`src/rtl/ekrc_map.svh`:
```
// register offsets, field positions, reset values and timing counts
`ifndef EKRC_MAP_SVH
`define EKRC_MAP_SVH
`define EKRC_KNEE_IDX        8'h0A
`define EKRC_TOTAL_IDX       8'h0B
`define EKRC_RESET_IDX       8'h0C
`define EKRC_BIN_IDX         8'h0D
`define EKRC_KNEE1_IDX       8'h08
`define EKRC_KNEE2_IDX       8'h09
`define EKRC_CTRL_IDX        8'h10
`define EKRC_STAT_IDX        8'h11
`define EKRC_T2_LSB          0
`define EKRC_T3_LSB          4
`define EKRC_AUTO_BIT        8
`define EKRC_SINGLE_BIT      9
`define EKRC_SOFT_BIT        0
`define EKRC_AUTOBLK_BIT     1
`define EKRC_HDR_BIT         0
`define EKRC_AEC_BIT         1
`define EKRC_T2_RST          4'h4
`define EKRC_T3_RST          4'h6
`define EKRC_AUTO_RST        1'h1
`define EKRC_SINGLE_RST      1'h0
`define EKRC_TOTAL_RST       15'h01E0
`define EKRC_KNEE1_RST       15'h01BB
`define EKRC_KNEE2_RST       15'h01D9
`define EKRC_BIN_RST         2'h0
`define EKRC_RST_CYCLES      15
`endif

```
`src/rtl/ekrc_pkg.sv`:
```
// types for the exposure knee and readout control block
package ekrc_pkg;
  typedef enum logic [1:0] {
    EKRC_BIN_NONE = 2'b00,
    EKRC_BIN_TWO  = 2'b01,
    EKRC_BIN_FOUR = 2'b10,
    EKRC_BIN_BAD  = 2'b11
  } ekrc_bin_e;
  typedef struct packed {
    logic [14:0] total;
    logic [14:0] knee1;
    logic [14:0] knee2;
  } ekrc_expo_s;
  typedef struct packed {
    logic [3:0] second_slope_ratio;
    logic [3:0] third_slope_ratio;
    logic       auto_knee;
    logic       single_knee;
  } ekrc_knee_s;
endpackage

```
`src/rtl/ekrc_reset_pulse.sv`:
```
// self-timed active-low reset pulse generator
`timescale 1ns/10ps
`default_nettype none
`include "ekrc_map.svh"
module ekrc_reset_pulse
  import ekrc_pkg::*;
#(
  parameter int CYCLES = `EKRC_RST_CYCLES
)(
  input  wire logic pclk,
  input  wire logic presetn,
  input  wire logic fire,
  output var  logic rst_n
);
  // refused at elaboration: the 8-bit counter cannot hold it
  if (CYCLES < 1 || CYCLES > 255)
  begin : g_bad_cycles
    $error("reset pulse length out of range");
  end

  logic [7:0] count_reg;

  // a new write restarts the full length
  always_ff @(posedge pclk or negedge presetn)
  begin
    if (!presetn)
      count_reg <= 8'h00;
    else if (fire)
      count_reg <= 8'(CYCLES);
    else if (count_reg != 8'h00)
      count_reg <= count_reg - 8'h01;
  end

  always_ff @(posedge pclk or negedge presetn)
  begin
    if (!presetn)
      rst_n <= 1'b1;
    else
      rst_n <= !(fire || count_reg > 8'h01);
  end
endmodule
`default_nettype wire

```
`src/rtl/ekrc_top.sv`:
```
// exposure knee, integration, reset pulse and binning control with apb slave
//
// Notes on behaviour
// - t2 equals total times half power ratio
// - t3 equals total times half power ratio
// - t1 equals total minus t2 minus t3
// - knee ratio writes apply from next frame
// - bit 8 enables auto knee, default one
// - bit 9 enables single knee, default zero
// - total rows 15 bits, default 1E0, next frame
// - soft reset abandons frame, keeps port config
// - reset bits self clear, pulse 15 cycles
// - auto block reset hits only auto exposure
// - binning 0 normal, 1 two rows, 2 four
// - binning divides height, pixel rate unchanged
// - manual knees from two 15-bit registers
`timescale 1ns/10ps
`default_nettype none
`include "ekrc_map.svh"
module ekrc_top
  import ekrc_pkg::*;
#(
  parameter int ROWS = 480
)(
  input  wire logic        pclk,
  input  wire logic        presetn,
  input  wire logic        psel,
  input  wire logic        penable,
  input  wire logic        pwrite,
  input  wire logic [11:0] paddr,
  input  wire logic [31:0] pwdata,
  output var  logic [31:0] prdata,
  output var  logic        pready,
  output var  logic        pslverr,
  input  wire logic        frame_start,
  input  wire logic [14:0] aec_total,
  output var  logic [14:0] t1_rows,
  output var  logic [14:0] t2_rows,
  output var  logic [14:0] t3_rows,
  output var  logic        hdr_active,
  output var  logic        single_knee,
  output var  logic [9:0]  out_height,
  output var  logic [1:0]  rows_per_out,
  output var  logic        core_rst_n,
  output var  logic        aec_rst_n
);
  // refused at elaboration: height output is 10 bits
  if (ROWS < 4 || ROWS > 1023)
  begin : g_bad_rows
    $error("row count out of range");
  end

  // ----------------------------------------------------------------
  // register storage
  // ----------------------------------------------------------------
  ekrc_knee_s knee_reg;
  ekrc_expo_s expo_reg;
  ekrc_bin_e  bin_reg;
  logic       hdr_en_reg;
  logic       aec_en_reg;
  logic [1:0] pulse_reg;
  logic       frame_count_reg;

  logic       acc;
  logic       wr;
  logic [7:0] idx;
  logic       mapped;
  assign acc = psel && penable;
  assign wr  = acc && pwrite;
  assign idx = paddr[9:2];
  always_comb
  begin
    unique case (idx)
      `EKRC_KNEE_IDX, `EKRC_TOTAL_IDX, `EKRC_RESET_IDX, `EKRC_BIN_IDX,
      `EKRC_KNEE1_IDX, `EKRC_KNEE2_IDX, `EKRC_CTRL_IDX, `EKRC_STAT_IDX:
        mapped = (paddr[1:0] == 2'b00) && (paddr[11:10] == 2'b00);
      default:
        mapped = 1'b0;
    endcase
  end

  // software writes stay local until frame start; no shadow copy is read back
  always_ff @(posedge pclk or negedge presetn)
  begin
    if (!presetn)
    begin
      knee_reg <= '{`EKRC_T2_RST, `EKRC_T3_RST, `EKRC_AUTO_RST, `EKRC_SINGLE_RST};
      expo_reg <= '{`EKRC_TOTAL_RST, `EKRC_KNEE1_RST, `EKRC_KNEE2_RST};
    end
    else if (wr && mapped)
    begin
      if (idx == `EKRC_KNEE_IDX)
      begin
        knee_reg.second_slope_ratio    <= pwdata[`EKRC_T2_LSB +: 4];
        knee_reg.third_slope_ratio    <= pwdata[`EKRC_T3_LSB +: 4];
        knee_reg.auto_knee   <= pwdata[`EKRC_AUTO_BIT];
        knee_reg.single_knee <= pwdata[`EKRC_SINGLE_BIT];
      end
      if (idx == `EKRC_TOTAL_IDX)
        expo_reg.total <= pwdata[14:0];
      if (idx == `EKRC_KNEE1_IDX)
        expo_reg.knee1 <= pwdata[14:0];
      if (idx == `EKRC_KNEE2_IDX)
        expo_reg.knee2 <= pwdata[14:0];
    end
  end

  always_ff @(posedge pclk or negedge presetn)
  begin
    if (!presetn)
    begin
      bin_reg    <= EKRC_BIN_NONE;
      hdr_en_reg <= 1'b0;
      aec_en_reg <= 1'b0;
    end
    else if (wr && mapped)
    begin
      if (idx == `EKRC_BIN_IDX)
        bin_reg <= ekrc_bin_e'(pwdata[1:0]);
      if (idx == `EKRC_CTRL_IDX)
      begin
        hdr_en_reg <= pwdata[`EKRC_HDR_BIT];
        aec_en_reg <= pwdata[`EKRC_AEC_BIT];
      end
    end
  end

  // self-clearing: the bits are stored for one cycle only
  always_ff @(posedge pclk or negedge presetn)
  begin
    if (!presetn)
      pulse_reg <= 2'b00;
    else if (wr && mapped && idx == `EKRC_RESET_IDX)
      pulse_reg <= {pwdata[`EKRC_AUTOBLK_BIT], pwdata[`EKRC_SOFT_BIT]};
    else
      pulse_reg <= 2'b00;
  end

  // ----------------------------------------------------------------
  // reset pulses
  // ----------------------------------------------------------------
  ekrc_reset_pulse #(.CYCLES(`EKRC_RST_CYCLES)) u_core_rst (
    .pclk    (pclk),
    .presetn (presetn),
    .fire    (pulse_reg[0]),
    .rst_n   (core_rst_n)
  );
  ekrc_reset_pulse #(.CYCLES(`EKRC_RST_CYCLES)) u_aec_rst (
    .pclk    (pclk),
    .presetn (presetn),
    .fire    (pulse_reg[0] || pulse_reg[1]),
    .rst_n   (aec_rst_n)
  );

  // ----------------------------------------------------------------
  // per-frame exposure computation
  // ----------------------------------------------------------------
  logic [14:0] total_sel;
  logic [14:0] t2_calc;
  logic [14:0] t3_calc;
  assign total_sel = aec_en_reg ? aec_total : expo_reg.total;
  assign t2_calc   = total_sel >> knee_reg.second_slope_ratio;
  assign t3_calc   = total_sel >> knee_reg.third_slope_ratio;

  // soft reset holds outputs at defaults, abandoning the frame
  always_ff @(posedge pclk or negedge presetn)
  begin
    if (!presetn)
    begin
      t1_rows     <= 15'h0000;
      t2_rows     <= 15'h0000;
      t3_rows     <= 15'h0000;
      hdr_active  <= 1'b0;
      single_knee <= 1'b0;
    end
    else if (!core_rst_n)
    begin
      t1_rows     <= 15'h0000;
      t2_rows     <= 15'h0000;
      t3_rows     <= 15'h0000;
      hdr_active  <= 1'b0;
      single_knee <= 1'b0;
    end
    else if (frame_start)
    begin
      hdr_active  <= hdr_en_reg;
      single_knee <= knee_reg.single_knee;
      if (knee_reg.auto_knee)
      begin
        t2_rows <= t2_calc;
        t3_rows <= t3_calc;
        t1_rows <= total_sel - t2_calc - t3_calc;
      end
      else
      begin
        t1_rows <= expo_reg.knee1;
        t2_rows <= expo_reg.knee2 - expo_reg.knee1;
        t3_rows <= total_sel - expo_reg.knee2;
      end
    end
  end

  // binning applied per frame; pixel clock untouched, only rows shrink
  always_ff @(posedge pclk or negedge presetn)
  begin
    if (!presetn)
    begin
      out_height   <= 10'(ROWS);
      rows_per_out <= 2'h0;
    end
    else if (frame_start)
    begin
      unique case (bin_reg)
        EKRC_BIN_TWO:
        begin
          out_height   <= 10'(ROWS / 2);
          rows_per_out <= 2'h1;
        end
        EKRC_BIN_FOUR:
        begin
          out_height   <= 10'(ROWS / 4);
          rows_per_out <= 2'h3;
        end
        default:
        begin
          out_height   <= 10'(ROWS);
          rows_per_out <= 2'h0;
        end
      endcase
    end
  end

  always_ff @(posedge pclk or negedge presetn)
  begin
    if (!presetn)
      frame_count_reg <= 1'b0;
    else if (frame_start)
      frame_count_reg <= !frame_count_reg;
  end

  // ----------------------------------------------------------------
  // apb answer, one wait-free access cycle
  // ----------------------------------------------------------------
  always_ff @(posedge pclk or negedge presetn)
  begin
    if (!presetn)
    begin
      pready  <= 1'b0;
      pslverr <= 1'b0;
      prdata  <= 32'h0000_0000;
    end
    else
    begin
      pready  <= psel && !penable;
      pslverr <= psel && !penable && !mapped;
      prdata  <= 32'h0000_0000;
      if (psel && !penable && !pwrite && mapped)
      begin
        unique case (idx)
          `EKRC_KNEE_IDX:
            prdata <= {22'h000000, knee_reg.single_knee, knee_reg.auto_knee,
                       knee_reg.third_slope_ratio, knee_reg.second_slope_ratio};
          `EKRC_TOTAL_IDX:
            prdata <= {17'h00000, expo_reg.total};
          `EKRC_KNEE1_IDX:
            prdata <= {17'h00000, expo_reg.knee1};
          `EKRC_KNEE2_IDX:
            prdata <= {17'h00000, expo_reg.knee2};
          `EKRC_BIN_IDX:
            prdata <= {30'h00000000, bin_reg};
          `EKRC_CTRL_IDX:
            prdata <= {30'h00000000, aec_en_reg, hdr_en_reg};
          `EKRC_STAT_IDX:
            prdata <= {28'h0000000, frame_count_reg, aec_rst_n, core_rst_n, hdr_active};
          default: // reset register reads zero
            prdata <= 32'h0000_0000;
        endcase
      end
    end
  end

  // ----------------------------------------------------------------
  // checks
  // ----------------------------------------------------------------
  // cycles since the last soft reset write, saturating; long pulses are counted, not unrolled
  logic [4:0] soft_age_reg;
  always_ff @(posedge pclk or negedge presetn)
  begin
    if (!presetn)
      soft_age_reg <= 5'h1F;
    else if (wr && mapped && idx == `EKRC_RESET_IDX && pwdata[`EKRC_SOFT_BIT])
      soft_age_reg <= 5'h00;
    else if (soft_age_reg != 5'h1F)
      soft_age_reg <= soft_age_reg + 5'h01;
  end
endmodule
`default_nettype wire

```
`config.mk`:
```
export PLATFORM = sky130hd
export DESIGN_NAME = ekrc_top
export DESIGN_NICKNAME = d
export VERILOG_FILES = /design/src/rtl/ekrc_pkg.sv /design/src/rtl/ekrc_reset_pulse.sv /design/src/rtl/ekrc_top.sv
export VERILOG_INCLUDE_DIRS = /design/src /design/src/rtl
export SDC_FILE = /design/constraint.sdc
export NUM_CORES = 1
export LEC_CHECK = 0
export ABC_AREA = 0
export BUFFER_PORTS_ARGS = -buffer_cell sky130_fd_sc_hd__buf_2
export CORE_MARGIN = 2
export CORE_UTILIZATION = 48
export DETAILED_ROUTE_END_ITERATION = 6
export GPL_TIMING_DRIVEN = 0
export PLACE_DENSITY_LB_ADDON = 0.25
export SLEW_MARGIN = 20
export SYNTH_ARGS = -nofsm -noshare
export SYNTH_HDL_FRONTEND = slang
export SYNTH_SLANG_ARGS = --single-unit
```
`constraint.sdc`:
```
create_clock -name pclk -period 7.2 [get_ports pclk]
set_input_delay 1.8 -clock pclk [delete_from_list [all_inputs] [get_ports pclk]]
set_output_delay 1.8 -clock pclk [all_outputs]
set_load 0.02 [all_outputs]
```
---- After elaboration in Yosys (flattened, before gate mapping) ----
Cells that the tools add are included.
storage, ports and cells
  word-level logic and storage cells ...... 102
  register bits after elaboration ......... 173
  output and inout port bits .............. 95
  memories kept ........................... 0
  memory bits (writable) .................. 0
  latch bits .............................. 0
  memory bits (read-only) ................. 0
cells by class
  muxes and demuxes ....................... 24
  div/mod/pow operators ................... 0
  shifts and indexed selects .............. 2
  bitwise operators ....................... 0
  add/subtract/negate cells ............... 6
  reduce and logical (&&, ||, !) cells .... 31
  eq/ne operators ......................... 11
  magnitude comparators ................... 2
  $mul .................................... 0
operators by type and width
  kind                 number
  $mux 15              11
  $pmux 15 s7          1
  $sub 15x15->15       4
  $eq 8x4->1 const B   6
  $mux 8               4
  $shr 15x4->15        2
  $pmux 9 s2           1
  $eq 8x5->1 const B   2
  $gt 8x1->1 const B   2
  $reduce_bool 8->1    2
  $sub 8x1->8 const B  2
  $reduce_and 2->1     6
  $logic_and 1x1->1    9
  $reduce_or 8->1      1
  $logic_not 1->1      6
  $mux 1               5
  $logic_not 2->1      2
  $pmux 2 s2           1
  $reduce_bool 2->1    2
  $logic_or 1x1->1     3
  $eq 2x1->1 const B   1
  $eq 2x2->1 const B   1
  $mux 2               1
  $ne 2x2->1 const B   1

---- Logic depth before layout (Yosys ltp) ----
  word-level depth ........................ 7
  gate-level depth with buffers ........... 19
  mapped depth without buffers ............ 17

---- By module ----
Synthesis repeated with hierarchy kept, for this count alone.
unflattened totals
  cell total of the unflattened synthesis .. 1,106
  area, all modules ....................... 10,764.1 sq um
modules (own cells, without submodules)
  module                          area an instance (sq um)  instances  cells an instance  seq. area each (sq um)
  ekrc_top                        9,776.9                   1          1,006              3,281.9
  ekrc_reset_pulse at u_core_rst  499.2                     1          50                 226.5
  ekrc_reset_pulse at u_aec_rst   488.0                     1          50                 226.5

---- Least setup slack after synthesis ----
Ideal clock, no wire load.
  path type ............................... input to register
  from .................................... input port aec_total[10]
  to ...................................... register t1_rows[14]
  arrival time ............................ 5.035 ns
  path buffers ............................ 0
  cell stages on the path ................. 13
  setup time .............................. 0.134 ns
  data required time ...................... 7.066 ns
  path slack .............................. 2.031 ns
  path through ............................ mux4_2 mux4_2 a21oi_1 fa_1 ha_1 o21ai_0 o211a_1 o31a_1 o21ai_0 a211o_1 o21ai_0 xnor2_1 o21ai_0
between the ends
  cells in the longest elaborated chain, start to end .. 7
  elaborated cells between the ends (all ways) .. 8
RTL lines
  item                  line             source
  from (decl)           ekrc_top.sv:36   input wire logic [14:0] aec_total,
  $mux 15 (*)           ekrc_top.sv:161  assign total_sel = aec_en_reg ? aec_total : expo_reg.total;
  $shr 15x4->15         ekrc_top.sv:162  assign t2_calc = total_sel >> knee_reg.second_slope_ratio;
  $sub 15x15->15        ekrc_top.sv:192  t1_rows <= total_sel - t2_calc - t3_calc;
  $sub 15x15->15 (*)    ekrc_top.sv:192
  $mux 15 (*)           ekrc_top.sv:188  if (knee_reg.auto_knee)
  $mux 15 (*)           ekrc_top.sv:184  else if (frame_start)
  $mux 15 (*)           ekrc_top.sv:176  else if (!core_rst_n)
  to (signal assigned)  ekrc_top.sv:192
  to (signal assigned)  ekrc_top.sv:196  t1_rows <= expo_reg.knee1;
  to (decl)             ekrc_top.sv:37   output var logic [14:0] t1_rows,
Every way passes the cells marked *; elsewhere a longest branch is shown, timed or not. The select of a mux whose other input is x is not followed.
A chain may end at the register's enable or synchronous reset.

---- Final worst setup path ----
  from .................................... input port aec_total[1]
  to ...................................... register t1_rows[14]
The elaborated chain is that of the path after synthesis.

==> reports/results.tsv <==
metric	value	unit
via count	9433	
CTS Hold Buffers Added	0	
Static Leak	5.91	nW
clk_lat worst skew	0.45	ns
final WL	34700	um
worst reg2reg endpoint	t1_rows[14]	
Nets	1403	
synth-to-layout area growth	15.4	%
RSZ-0062 raised after global routing	false	
flops & latches, synth	148	
fmax	0.172	GHz
WS Path Type	in2reg	
core region area	0.0220	sq mm
top_reg_cell synth	dfrtp_1	
DP Area	0.0118	sq mm
Worst Tran Pin Value	1.01	ns
Yosys warning count	0	
Final Cell Area	0.0125	sq mm
Setup crit end	t1_rows[14]	
grt ovf	0	
setup_tns	0	ns
layout cell share with drive strength beyond 1	0.253	
CTS Buffer Depth	2	
Crit path arrival time	6.10	ns
fin util	0.567	
Worst Setup Start Kind	input pin	
sequential-to-total area share from yosys stat	0.346	
CP endpoint kind	register	
first drt pass iteration count	5	
Slew Limit Fails	0	
Critical Path RT	7.49	ns
fin crit share	0.806	
CTS buffer count	17	
H-tree levels	4	
WL per Instance	22.1	um
die area	0.0237	sq mm
clock root cell	clkbuf_16	
starting density of the core	0.491	
DP Wirelength	26800	um
worst rel slew slack	0.326	
DR vias/cell	6.01	
DRT iter0 DRCs	740	
CTS sink cnt	148	
GP Congestion	0.985	
Post-synth EDFFs	0	
final setup fails	0	
Worst-path clk slew	0.06	ns
die height	154	um
area of the mapped netlist	0.0108	sq mm
die width	154	um
Layout Skew	0.0154	ns
first-pass GRT wire length	53000	um
port bufs	119	
Reg2Reg Setup Slack	2.05	ns
max FFs per register	45	
status	completed	
Syn Area/Cell	9.68	sq um
Max-Cap Viols	0	
vias in the first global route	9078	
PostCTS Resize Cnt	0	
R2R Path Start	knee_reg[6]	
drt drc	0	
initial antenna violation count	1	
maximum vdd drop	0.000116	V
Tmin final	5.81	ns
num rows	54	
CTS tree	yes	
Netlist cell types	77	
Hold Vio Cnt, Final	0	
cell area power density	178	mW/mm^2
Worst Hold Margin	0.470	ns
CP Max Fanout	5	
ys async rst share	1.00	
Post-CTS Setup Bufs	0	
largest net degree at the start of global routing	77	
Hold Path Class	reg2reg	
DRT antenna net count	0	
Total GRT Usage	0.298	
cells on worst reg2reg path	15	
Post-Syn Instances	1114	
crit path from	aec_total[1]	
I/O Pins	160	
==> placed cells by master (no fill, tap or decap), types with 6 or more instances in the layout <==
cell type	instances
nor2_1	77
nand3_1	14
o21ai_0	91
conb_1	23
o211a_1	6
and2_1	13
o211ai_1	7
nand2_1	85
clkbuf_16	17
nor2b_1	24
inv_1	68
nor3b_1	6
a22oi_1	12
buf_1	8
a211oi_1	13
mux2i_1	42
buf_4	26
o21a_1	6
mux4_2	34
dfrtp_1	123
nor3_1	25
a21o_1	12
clkbuf_1	36
a21oi_1	65
buf_2	125
xor2_1	13
dfstp_2	25
inv_6	6
a31oi_1	19
fa_1	16
ha_1	48
nand2b_1	14
xnor2_1	30
mux2_2	62
==> area by class of cell <==
cell class,count,area (sq um)
Fill cell,1986,9510
Clock buffer,20,457
Buffer,80,437
Timing Repair Buffer,120,633
Clock inverter,12,141
Sequential cell,148,3730
Antenna cell,2,5.00
Tap cell,280,350
Inverter,71,267
Multi-Input combinational cell,836,6430
==> worst max-delay path: stages <==
cell,delay (ns)
buf_2,0.11
mux2i_1,0.51
inv_1,0.28
mux2i_1,0.24
o21ai_0,0.11
o21ai_0,0.22
o21ai_0,0.25
ha_1,0.36
inv_1,0.06
fa_1,0.45
a211oi_1,0.39
o211a_1,0.23
o31a_1,0.20
o21ai_0,0.15
a211o_1,0.31
o21ai_0,0.11
xnor2_1,0.19
o21ai_0,0.12
==> cells in the mapped netlist, types with 4 or more instances <==
cell        n  area share
nor3_1     25       0.012
a31oi_1    19       0.011
buf_2       7      0.0032
or3_1       4      0.0023
nor2b_1    24       0.014
dfrtp_1   123        0.29
a22oi_1    12      0.0084
a31o_2      4      0.0032
o211ai_1    7      0.0049
xnor2_1    30       0.024
and3_1      5      0.0029
nand2b_1   14      0.0081
nor3b_1     6      0.0042
mux2_2     62       0.065
a21oi_1    65       0.030
nand2_1    85       0.030
a211oi_1   13      0.0090
o21a_1      6      0.0042
clkbuf_1   35       0.012
buf_1       8      0.0028
inv_1      68       0.024
dfstp_2    25       0.061
buf_4      26       0.018
nor2_1     77       0.027
nand4_1     5      0.0029
nor4_1      4      0.0023
nand3_1    14      0.0065
o21ai_0    91       0.042
mux4_2     34       0.071
xor2_1     13       0.011
a21o_1     12      0.0084
buf_6       4      0.0042
mux2i_1    42       0.039
fa_1       16       0.030
ha_1       48       0.056
and2_1     13      0.0075
o211a_1     6      0.0056
a221oi_1    4      0.0032
==> cell families after synthesis <==
kind of cell,count (synthesis),share of synthesized area
simple gates,300,0.139
xor+xnor,43,0.0349
mux,139,0.176
fa+ha+maj,64,0.0854
other cells,2,0.000696
buf+inv,151,0.0652
compound gates,267,0.153
flops,148,0.346
==> worst min-delay path by stage <==
stage / from / to / slack [ns] / cells past startpoint
floorplan: frame_count_reg / frame_count_reg / 0.44 / 1
global placement: out_height[7] / out_height[7] / 0.46 / 2
detailed placement: out_height[7] / out_height[7] / 0.46 / 2
CTS: out_height[7] / out_height[7] / 0.47 / 2
global route: out_height[7] / out_height[7] / 0.50 / 2
finish: out_height[7] / out_height[7] / 0.47 / 2
==> power by group <==
group	leakage (nW)	total, mW	switching (mW)	internal, mW
Combinational	3.72	0.331	0.202	0.129
Sequential	1.90	0.955	0.0579	0.898
Clock	0.289	0.935	0.400	0.536
Total	5.91	2.22	0.659	1.56
==> through the flow <==
stage | total power, mW | setup slack [ns] | instances
5_1_grt | 2.32 | 1.19 | 1567
3_3_place_gp | 1.28 | 1.15 | 1534
3_5_place_dp | 1.30 | 1.06 | 1535
4_1_cts | 2.23 | 1.51 | 1567
6_report | 2.22 | 1.39 | 1569
2_1_floorplan | 1.17 | 2.03 | 1135
==> metal layers <==
| layer | global-route usage | share of wire | vias to the layer above | wire, um |
|---|---|---|---|---|
| li1 | - | - | 4281 | - |
| met5 | 0 | 0 | - | 0 |
| met4 | 0.143 | 0.047 | 0 | 1650 |
| met3 | 0.0538 | 0.060 | 91 | 2070 |
| met1 | 0.382 | 0.41 | 4678 | 14400 |
| met2 | 0.493 | 0.48 | 383 | 16600 |
Power figures use the tool's default switching activity.
